## src/hdl/mfp_pkg.sv

```systemverilog
// package for the motor driver fault-protection host controller
// assumes a 20 MHz clock and a synchronous, active-high reset
package mfp_pkg;
   localparam int CLK_HZ = 20_000_000;
   localparam int HOLD_WORST_MS = 5;
   localparam int RESTART_MS = 2000;
   localparam int DEAD_NS = 1500;
   localparam int CMD_CYC_PER_MS = CLK_HZ / 1000;
   localparam int HOLD_CYC = HOLD_WORST_MS * CMD_CYC_PER_MS;
   localparam int RESTART_CYC = RESTART_MS * CMD_CYC_PER_MS;
   localparam int DEAD_CYC = (DEAD_NS * (CLK_HZ / 1_000_000) + 999) / 1000;
   localparam int CNT_W = 27;
   // register word addresses
   localparam logic [3:0] ADDR_CTRL = 4'h0;
   localparam logic [3:0] ADDR_CMD = 4'h1;
   localparam logic [3:0] ADDR_STAT = 4'h2;
   localparam logic [3:0] ADDR_IRQ_ST = 4'h3;
   localparam logic [3:0] ADDR_IRQ_MASK = 4'h4;
   // bit positions
   localparam int CTRL_RUN = 0;
   localparam int CTRL_OVERHEAT = 1;
   localparam int IRQ_FAULT = 0;
   localparam int IRQ_RESTART_OK = 1;
   localparam logic [31:0] RD_UNMAPPED = 32'h0000_0000;
   typedef enum logic [1:0] {MFP_IDLE, MFP_RUN, MFP_STOP_WAIT} mfp_state_e;
   typedef struct packed
   {
      logic [2:0] high;
      logic [2:0] low;
   } mfp_gate_s;
endpackage

```

## src/hdl/mfp_host.sv

```systemverilog
// host-side controller that commands the three-phase gate driver and reacts to its fault output
// assumes fault_out_n is already synchronous to clk; software uses the plain register port
//
// The address-and-strobe port and the placing of the registers are this design's own decisions.
`timescale 1ns/1ps
// Contract
// device pulls fault output low on supply lockout, overcurrent or thermal trip
// device forces all low-side gates off while fault output is low
// device holds fault low about 10 ms after an overcurrent trip
// device keeps fault output high when no protection is active
// controller drives all six commands low well within the 5 ms hold
// controller treats fault as interrupt and stops the motor at once
// controller waits at least 2 seconds after a fault before restarting; a fault seen in MFP_IDLE starts no wait
// device forces one phase high gate low at bootstrap lockout
// device releases bootstrap lockout with hysteresis
// device re-arms high gate only on next rising command edge
// device does not report bootstrap lockout on fault output
// device filters bootstrap undervoltage pulses shorter than about 3 us
// controller turns off all commands on abnormal sensed temperature
// device latches high gate on command rising edge, clears on falling
// controller inserts at least 1.5 us dead time between a phase's commands
// device gates everything off and signals fault under logic supply lockout
// device trips overcurrent after blanking and turns low gates off shortly after
// comparator results are digital inputs; filters and holds are counters
module mfp_host
   import mfp_pkg::*;
#(
   parameter int RESTART_CYCLES = RESTART_CYC
)
(
   input wire logic clk, // 20 MHz clock
   input wire logic reset, // synchronous, active high
   input wire logic [3:0] addr, // register word address
   input wire logic [31:0] wdata, // write data
   input wire logic wr, // write strobe
   input wire logic rd, // read strobe
   output logic [31:0] rdata, // read data, cycle after rd
   output logic irq, // level interrupt
   input wire logic fault_out_n, // device fault output, low = fault
   output logic [2:0] high_side_cmd, // high-side commands
   output logic [2:0] low_side_cmd // low-side commands
);
   mfp_state_e state_r, state_nxt;
   mfp_gate_s want_r, want_nxt;
   mfp_gate_s cmd_r, cmd_nxt;
   logic [2:0][4:0] dcnt_r, dcnt_nxt;
   logic [CNT_W-1:0] wait_r, wait_nxt;
   logic [1:0] ctrl_r, ctrl_nxt;
   logic [1:0] ist_r, ist_nxt;
   logic [1:0] imask_r, imask_nxt;
   logic [31:0] rdata_nxt;
   logic irq_nxt;
   logic fault_seen;
   logic [1:0] ev;

   function automatic logic [31:0] zext2(input logic [1:0] v);
      zext2 = {30'h0, v};
   endfunction

   assign fault_seen = ~fault_out_n;

   always_comb
   begin
      state_nxt = state_r;
      wait_nxt = wait_r;
      ev = 2'h0;
      ctrl_nxt = ctrl_r;
      want_nxt = want_r;
      imask_nxt = imask_r;
      if (wr && addr == ADDR_CTRL)
         ctrl_nxt = wdata[1:0];
      if (wr && addr == ADDR_CMD)
         want_nxt = wdata[5:0];
      if (wr && addr == ADDR_IRQ_MASK)
         imask_nxt = wdata[1:0];
      case (state_r)
         MFP_IDLE:
         begin
            if (ctrl_r[CTRL_RUN] && !ctrl_r[CTRL_OVERHEAT] && !fault_seen)
               state_nxt = MFP_RUN;
         end
         MFP_RUN:
         begin
            // stop on fault or overheat in the same edge the level is seen
            if (fault_seen || ctrl_r[CTRL_OVERHEAT] || !ctrl_r[CTRL_RUN]) // see R6
            begin
               state_nxt = fault_seen ? MFP_STOP_WAIT : MFP_IDLE;
               wait_nxt = '0;
               if (fault_seen)
                  ev[IRQ_FAULT] = 1'b1;
            end
         end
         MFP_STOP_WAIT:
         begin
            // the wait restarts while fault is still low
            if (fault_seen)
               wait_nxt = '0;
            else if (wait_r >= CNT_W'(RESTART_CYCLES - 1))
            begin
               state_nxt = MFP_IDLE;
               ev[IRQ_RESTART_OK] = 1'b1;
            end
            else
               wait_nxt = wait_r + 1'b1;
         end
         default: state_nxt = MFP_IDLE;
      endcase
      if (fault_seen && state_r == MFP_IDLE)
         ev[IRQ_FAULT] = 1'b1;
      // set wins over the write-one clear
      ist_nxt = ist_r;
      if (wr && addr == ADDR_IRQ_ST)
         ist_nxt = ist_r & ~wdata[1:0];
      ist_nxt = ist_nxt | ev;
      irq_nxt = |(ist_nxt & imask_nxt);
      rdata_nxt = RD_UNMAPPED;
      if (rd)
      begin
         case (addr)
            ADDR_CTRL: rdata_nxt = zext2(ctrl_r);
            ADDR_CMD: rdata_nxt = {26'h0, want_r};
            ADDR_STAT: rdata_nxt = {20'h0, cmd_r, fault_seen, 3'h0, state_r};
            ADDR_IRQ_ST: rdata_nxt = zext2(ist_r);
            ADDR_IRQ_MASK: rdata_nxt = zext2(imask_r);
            default: rdata_nxt = RD_UNMAPPED;
         endcase
      end
   end

   // dead-time and command path
   always_comb
   begin
      cmd_nxt = '0;
      dcnt_nxt = dcnt_r;
      for (int p = 0; p < 3; p++)
      begin
         // a side may switch on only after the other side has been off DEAD_CYC cycles
         if (cmd_r.high[p] || cmd_r.low[p])
            dcnt_nxt[p] = '0;
         else if (dcnt_r[p] != 5'(DEAD_CYC))
            dcnt_nxt[p] = dcnt_r[p] + 1'b1;
         if (state_r == MFP_RUN && !fault_seen && !ctrl_r[CTRL_OVERHEAT]) // see R5
         begin
            if (want_r.high[p] && !want_r.low[p])
               cmd_nxt.high[p] = cmd_r.high[p] || (dcnt_r[p] == 5'(DEAD_CYC) && !cmd_r.low[p]);
            else if (want_r.low[p] && !want_r.high[p])
               cmd_nxt.low[p] = cmd_r.low[p] || (dcnt_r[p] == 5'(DEAD_CYC) && !cmd_r.high[p]);
         end
      end
   end

   always_ff @(posedge clk)
   begin
      if (reset)
      begin
         state_r <= MFP_IDLE;
         wait_r <= '0;
         ctrl_r <= 2'h0;
         want_r <= '0;
         cmd_r <= '0;
         dcnt_r <= '0;
         ist_r <= 2'h0;
         imask_r <= 2'h0;
         rdata <= 32'h0;
         irq <= 1'b0;
         high_side_cmd <= 3'h0;
         low_side_cmd <= 3'h0;
      end
      else
      begin
         state_r <= state_nxt;
         wait_r <= wait_nxt;
         ctrl_r <= ctrl_nxt;
         want_r <= want_nxt;
         cmd_r <= cmd_nxt;
         dcnt_r <= dcnt_nxt;
         ist_r <= ist_nxt;
         imask_r <= imask_nxt;
         rdata <= rdata_nxt;
         irq <= irq_nxt;
         high_side_cmd <= cmd_nxt.high;
         low_side_cmd <= cmd_nxt.low;
      end
   end

   // checker state, kept apart from the command path so the checks do not reuse its counters
   logic [2:0][4:0] gap_r, gap_nxt;
   logic [2:0] on_prev_r, on_prev_nxt;
   logic gap_ok;
   logic [CNT_W-1:0] stop_age_r, stop_age_nxt;

   always_comb
   begin
      gap_ok = 1'b1;
      on_prev_nxt = high_side_cmd | low_side_cmd;
      gap_nxt = gap_r;
      for (int p = 0; p < 3; p++)
      begin
         if (on_prev_nxt[p])
            gap_nxt[p] = '0;
         else if (gap_r[p] != 5'(DEAD_CYC))
            gap_nxt[p] = gap_r[p] + 1'b1;
         // any side switching on must follow a full all-off gap
         if (on_prev_nxt[p] && !on_prev_r[p] && gap_r[p] != 5'(DEAD_CYC))
            gap_ok = 1'b0;
      end
      // age counts from the stop itself, not from the fault release
      stop_age_nxt = stop_age_r;
      if (state_r == MFP_RUN && state_nxt == MFP_STOP_WAIT)
         stop_age_nxt = '0;
      else if (stop_age_r != CNT_W'(RESTART_CYCLES))
         stop_age_nxt = stop_age_r + 1'b1;
   end

   always_ff @(posedge clk)
   begin
      if (reset)
      begin
         gap_r <= '0;
         on_prev_r <= 3'h0;
         stop_age_r <= '0;
      end
      else
      begin
         gap_r <= gap_nxt;
         on_prev_r <= on_prev_nxt;
         stop_age_r <= stop_age_nxt;
      end
   end
endmodule

```

## config.mk

```make
export PLATFORM = sky130hd
export DESIGN_NAME = mfp_host
export DESIGN_NICKNAME = d
export VERILOG_FILES = /design/src/hdl/mfp_pkg.sv /design/src/hdl/mfp_host.sv
export SDC_FILE = /design/constraint.sdc
export NUM_CORES = 1
export LEC_CHECK = 0
export ABC_AREA = 1
export BUFFER_PORTS_ARGS = -buffer_cell sky130_fd_sc_hd__buf_2
export CAP_MARGIN = 20
export CORE_MARGIN = 1
export CORE_UTILIZATION = 44
export CTS_CLUSTER_SIZE = 40
export DETAILED_ROUTE_END_ITERATION = 10
export PLACE_DENSITY = 0.78
export SLEW_MARGIN = 5
export SYNTH_ARGS = -nofsm -noshare
export SYNTH_HDL_FRONTEND = slang
export SYNTH_SLANG_ARGS = --single-unit
export TNS_END_PERCENT = 30
```

## constraint.sdc

```tcl
create_clock -name clk -period 1.83 [get_ports clk]
set_clock_uncertainty 0.1 [all_clocks]
set_input_delay 0.2745 -clock clk [delete_from_list [all_inputs] [get_ports clk]]
set_output_delay 0.2745 -clock clk [all_outputs]
set_load 0.03 [all_outputs]
```

==> results.tsv, run 1 <==
stage	metric	value	unit
outcome	status	complete, but fails checks	
critical_path	critPathKind	flop to flop	
logic_synthesis	synth_area	0.00406	sq mm
die	die_area	0.00962	sq mm
finish	drive_gt1_share	23.2	%
drt	drtPass1Iterations	10	
place	dp_hpwl	7.66	mm
timing	max_freq	533	MHz
clock_network	clkSinkCount	75	
drt	via_per_inst	5.34	
die	start_util	45.9	%
clock_network	cts_buffer_depth	2	
outcome	failed_checks	DRC, setup timing	
clock_network	cts_made_buffers	9	
finish	nNetsFinal	716	
global_route	overflow	0	
power_and_ir_drop	total_power	3.31	mW
logic_synthesis	ys_types	38	
global_route	grt_pass1_wl	17.5	mm
critical_path	rr_startpoint	wait_r[1]	
logic_synthesis	synth_cells	602	
clock_network	clk_transition_reported_paths	0.08	ns
drt	drt_iter0_drc	280	
logic_synthesis	synth-warning-count	0	
worst_hold_path	hp-class	input port to flop	
finish	syn2layout_area_growth	21.9	%
finish	fin_area	0.00495	sq mm
logic_synthesis	ys_seq_area_share	37.0	%
drt	ant_nets	0	
timing	finalHoldViolCount	0	
critical_path	critical_path_buf_inv_count	1	
clock_network	clock_latency	0.35	ns
critical_path	cp_common_cell	nand2_1	
worst_hold_path	min_from	wdata[4]	
finish	layout_common_cells	nand2_1, nor2_1, inv_1, nand3_1, dfxtp_1	
die	core-area	0.00885	sq mm
global_route	grt_pass1_vias	3977	
critical_path	cp-start-kind	flop	
timing	hold-worst-slack	0.127	ns
finish	fillers	821	
place	io_buffers	33	
logic_synthesis	ys_seq_elements	75	
die	num_rows	34	
clock_network	cts-root-buf	clkbuf_8	
finish	stdcell_count	780	
die	chipHeight	98.1	um
finish	antennaDiodeCount	0	
logic_synthesis	syn_area_per_cell	6.75	sq um
critical_path	max_stage_delay	0.37	ns
critical_path	worst-path-max-fanout	5	
drt	drc	6	
logic_synthesis	synth_enable_flop_cells	0	
critical_path	arrival	2.07	ns
drt	vias	4163	
place	dpl-instance-area	0.00449	sq mm
place	dpl.cell_count	761	
timing	fin_tns_setup	-0.462	ns
timing	setup_ws	-0.0472	ns
die	io_pins	80	
power_and_ir_drop	power.leakage	2.02	nW
timing	slew_viol_final	0	
power_and_ir_drop	irDropWorstVdd	0.383	mV
timing	rsz0062_at_grt	true	
logic_synthesis	synthArstFlopShare	0	%
critical_path	crit_chain	ha_4, nand2_4, nor2_4, nand2_2, nor2_2, nand2_1, nand3_2, nand2_2, nand2_4, nand2_8, clkbuf_16, nand2_1, nand2_1, nor2_1	
global_route	grt_start_max_net_pins	19	
timing	finalCritPeriodShare	103	%
critical_path	critPathTopFamily	simple AND/OR/NAND/NOR gates	
logic_synthesis	synth_ff_type	dfxtp_1	
critical_path	startpoint	wait_r[1]	
drt	wl_per_cell	13.6	um
critical_path	cpMaxStageDelayCell	dfxtp_2	
timing	period_needed	1.88	ns
clock_network	cts_hold_buf	0	
global_route	grt_usage	22.4	%
clock_network	htree_num_levels	3	
drt	wl	10.6	mm
power_and_ir_drop	cellPowerDensity	668	mW/mm^2
place	place_congestion	0.965	
critical_path	end_kind	flop	
finish	layout_commonest_cell	nand2_1	
global_route	antenna_found_initial	0	
critical_path	critical_path_required	2.02	ns
die	die_width	98.1	um
clock_network	cts_tree	done	
run	drv_cap	0	
timing	setup_violations	25	
==> final timing paths <==
check | endpoint | cells after the start | slack [ns]
worst max-delay path | wait_r[4] | 14 | -0.05
worst min-delay path | want_r[4] | 3 | 0.13
worst max register to register | wait_r[4] | 14 | -0.05
worst min register to register | state_r[0] | 1 | 0.35
==> kinds of logic (layout without fill, tap and decap cells) <==
family / after synthesis / in the layout / synth area share [%]
AND/OR/NAND/NOR: 322 / 322 / 35.3
buffers and inverters: 106 / 157 / 12.1
AO/OA/AOI/OAI: 77 / 77 / 10.3
flip-flops: 75 / 75 / 37.0
XOR/XNOR: 13 / 13 / 2.80
adder cells (fa/ha/maj): 7 / 7 / 2.16
other: 1 / 20 / 0.0923
multiplexers: 1 / 1 / 0.277
==> per-stage QoR <==
stage          utilization [%]  setup WS (ns)
3_3_place_gp              50.8         0.0578
2_1_floorplan                -        0.00513
4_1_cts                   53.9        -0.0123
5_1_grt                   56.0         -0.154
6_report                  56.0        -0.0472
3_5_place_dp              50.8        -0.0107
==> sequential cells by signal (all words and copies together), names as in the netlist <==
name	count
wait_r	27
dcnt_r	15
rdata	12
cmd_r	6
want_r	6
ctrl_r	2
imask_r	2
ist_r	2
state_r	2
irq	1
==> layer usage <==
metal | GRT usage, % | vias up | share of wire (%)
met4 | 9.79 | 0 | 2.5
met2 | 39.2 | 146 | 50
met5 | 0 | - | 0
met3 | 4.15 | 27 | 6.0
met1 | 26.7 | 1947 | 42
li1 | - | 2043 | -
==> Yosys cell counts, drive strengths merged, types with 3 or more instances <==
cell / n / area share (%)
a211oi: 4 / 0.74
a21oi: 42 / 5.2
buf: 28 / 4.9
clkbuf: 6 / 0.55
dfxtp: 75 / 37
ha: 7 / 2.2
inv: 72 / 6.7
nand2: 130 / 13
nand3: 64 / 8.1
nand4: 7 / 1.1
nor2: 83 / 8.5
nor3: 33 / 4.2
o21ai: 22 / 2.7
o22ai: 3 / 0.46
or2: 3 / 0.46
xnor2: 9 / 1.9
xor2: 4 / 0.86
==> where the power goes <==
group | total, mW | switching [mW] | internal, mW
registers | 1.68 | 0.0219 | 1.65
logic | 0.208 | 0.154 | 0.0546
clock network | 1.42 | 0.657 | 0.765
total | 3.31 | 0.833 | 2.47
==> final cells by class <==
| cell class | instances | area (sq um) | share of cell area, % |
|---|---|---|---|
| multi-input combinational | 440 | 2300 | 46.4 |
| sequential | 75 | 1520 | 30.7 |
| timing repair buffer | 70 | 513 | 10.4 |
| inverter | 72 | 270 | 5.46 |
| tap | 108 | 135 | 2.73 |
| clock buffer | 9 | 124 | 2.50 |
| clock inverter | 6 | 91.3 | 1.84 |
==> worst register-to-register path: stages, from the launching register on <==
cell and delay, ns:
dfxtp_2 0.37, ha_4 0.15, nand2_4 0.06, nor2_4 0.11
nand2_2 0.09, nor2_2 0.11, nand2_1 0.07, nand3_2 0.10
nand2_2 0.07, nand2_4 0.10, nand2_8 0.10, clkbuf_16 0.19
nand2_1 0.06, nand2_1 0.05, nor2_1 0.08
==> repair_timing <==
action,4_1_cts,5_1_grt
gates cloned,1,1
setup endpoints to repair,14,28
pin swaps,7,13
gates resized for setup,9,51
buffers inserted,1,2
Note: power is estimated with default switching activity, not from simulation.
==> inputs of run 2 (changes only) <==
--- a/config.mk
+++ b/config.mk
@@ -10,6 +10,7 @@
 export CAP_MARGIN = 20
 export CORE_MARGIN = 1
 export CORE_UTILIZATION = 44
+export CTS_CLUSTER_DIAMETER = 200
 export CTS_CLUSTER_SIZE = 40
 export DETAILED_ROUTE_END_ITERATION = 10
 export PLACE_DENSITY = 0.78
==> constraint.sdc (replaced) <==
create_clock -name clk -period 1.83 [get_ports clk]
set_clock_uncertainty 0.1 [all_clocks]
set_input_delay 0.0915 -clock clk [delete_from_list [all_inputs] [get_ports clk]]
set_output_delay 0.0915 -clock clk [all_outputs]
set_load 0.03 [all_outputs]
==> results.tsv, run 2 (synthesis gave the netlist of run 1 again) <==
stage	metric	value	unit	change
outcome	status	complete, but fails checks		unchanged
outcome	failed_checks	DRC, setup timing		unchanged
finish	fin_util	56.8	%	was 56.0%
critical_path	arrival	2.04	ns	was 2.07 ns
drt	ant_nets	0		unchanged
drt	wl_per_cell	13.5	um	was 13.6 um
critical_path	worst-path-max-fanout	6		was 5
finish	antennaDiodeCount	0		unchanged
worst_hold_path	hp-class	input port to flop		unchanged
global_route	grt_pass1_vias	3772		was 3,977
clock_network	clock_latency	0.36	ns	was 0.35 ns
place	pre_cts_slack	0.0289	ns	was -0.0107 ns
finish	layout_commonest_cell	nand2_1		unchanged
drt	via_per_inst	5.28		was 5.34
finish	layout_common_cells	nand2_1, nor2_1, inv_1, nand3_1, dfxtp_1		unchanged
finish	stdcell_count	790		was 780
drt	drt_iter0_drc	312		was 280
die	die_area	0.00962	sq mm	unchanged
die	io_pins	80		unchanged
drt	drc	7		was 6
place	place_congestion	0.948		was 0.965
place	dp_hpwl	7.28	mm	was 7.66 mm
finish	fin_area	0.00502	sq mm	was 0.00495 sq mm
timing	hold-worst-slack	0.0532	ns	was 0.127 ns
timing	setup_ws	-0.00505	ns	was -0.0472 ns
power_and_ir_drop	irDropWorstVdd	0.361	mV	was 0.383 mV
die	core-area	0.00885	sq mm	unchanged
die	num_rows	34		unchanged
die	die_width	98.1	um	unchanged
power_and_ir_drop	power.leakage	2.03	nW	was 2.02 nW
finish	drive_gt1_share	21.7	%	was 23.2%
timing	finalHoldViolCount	0		unchanged
clock_network	cts_made_buffers	9		unchanged
critical_path	critical_path_required	2.03	ns	was 2.02 ns
clock_network	htree_num_levels	3		unchanged
clock_network	cts-root-buf	clkbuf_8		unchanged
run	drv_cap	0		unchanged
drt	wl	10.7	mm	was 10.6 mm
clock_network	clk_transition_reported_paths	0.08	ns	about the same
finish	reg_top3	wait_r x27, dcnt_r x15, rdata x12		unchanged
finish	syn2layout_area_growth	23.6	%	was 21.9%
finish	nNetsFinal	725		was 716
timing	period_needed	1.84	ns	was 1.88 ns
critical_path	end_kind	flop		unchanged
clock_network	clkSinkCount	75		unchanged
clock_network	cts_buffer_depth	2		unchanged
global_route	grt_pass1_wl	16.9	mm	was 17.5 mm
timing	setup_violations	1		was 25
global_route	antenna_found_initial	0		unchanged
place	io_buffers	33		unchanged
timing	finalCritPeriodShare	100	%	was 103%
finish	largest_reg_flops	27		unchanged
finish	largest-register	wait_r		unchanged
drt	drtPass1Iterations	8		was 10
place	dpl-instance-area	0.00448	sq mm	was 0.00449 sq mm
clock_network	cts_tree	done		unchanged
global_route	grt_usage	21.9	%	was 22.4%
critical_path	rrSetupSlack	-0.005	ns	was -0.05 ns
drt	vias	4172		was 4,163
critical_path	cp-start-kind	flop		unchanged
global_route	overflow	0		unchanged
power_and_ir_drop	cellPowerDensity	675	mW/mm^2	was 668 mW/mm^2
global_route	grt_start_max_net_pins	23		was 19
place	dpl.cell_count	760		was 761
die	start_util	45.9	%	unchanged
critical_path	critPathKind	flop to flop		unchanged
timing	max_freq	545	MHz	was 533 MHz
timing	slew_viol_final	0		unchanged
die	chipHeight	98.1	um	unchanged
timing	rsz0062_at_grt	true		unchanged
[run 2: layer usage]
metal	share of wire [%]	global-route usage, %	up-vias
met1	43	25.7	1943
met3	6.4	6.01	23
met4	1.6	7.58	0
met5	0	0	-
met2	49	38.2	147
li1	-	-	2059
[run 2: final timing paths]
| path | start | end | depth (start not counted) |
|---|---|---|---|
| worst min register to register | state_r[1] | state_r[0] | 1 |
| worst max register to register | wait_r[0] | wait_r[1] | 13 |
| worst max-delay path | wait_r[0] | wait_r[1] | 13 |
| worst min-delay path | wr | ist_r[0] | 4 |
[run 2: layout make-up]
class	count	area, sq um
Timing Repair Buffer	79	619
Fill cell	823	3830
Clock buffer	10	138
Inverter	72	270
Sequential cell	75	1520
Clock inverter	6	93.8
Multi-Input combinational cell	440	2240
Tap cell	108	135
[run 2: per-stage QoR]
stage / setup TNS, ns / power [mW]
2_1_floorplan: 0 / 1.89
3_3_place_gp: 0 / 1.91
3_5_place_dp: 0 / 1.91
4_1_cts: 0 / 3.41
5_1_grt: -2.47 / 3.50
6_report: -0.00505 / 3.39
[run 2: critical path, stage by stage (launching register included)]
cell and delay, ns:
dfxtp_4 0.37, ha_4 0.16, nand2_4 0.07, nor2_4 0.11, nand2_2 0.08, nor2_2 0.09
nand2_1 0.06, nand3_2 0.08, nand2_2 0.07, nand2_4 0.11, nand2_8 0.10, nor2_4 0.22
nand2_1 0.09, nand2_1 0.06
[run 2: timing repair]
| item | 4_1_cts | 5_1_grt |
|---|---|---|
| pin swaps | 5 | 4 |
| hold buffers | 10 | 0 |
| setup endpoints to repair | 23 | 28 |
| endpoints found under the hold margin | 13 | 0 |
| gates resized for setup | 7 | 45 |
| buffers inserted | 1 | 1 |
| cloned | 1 | 1 |
[run 2: report_power, final]
part           internal (mW)  leakage, nW  total (mW)  switching, mW
registers               1.65        0.615        1.68         0.0217
logic                 0.0679         1.30       0.224          0.157
clock network          0.819        0.114        1.49          0.672
total                   2.54         2.03        3.39          0.850
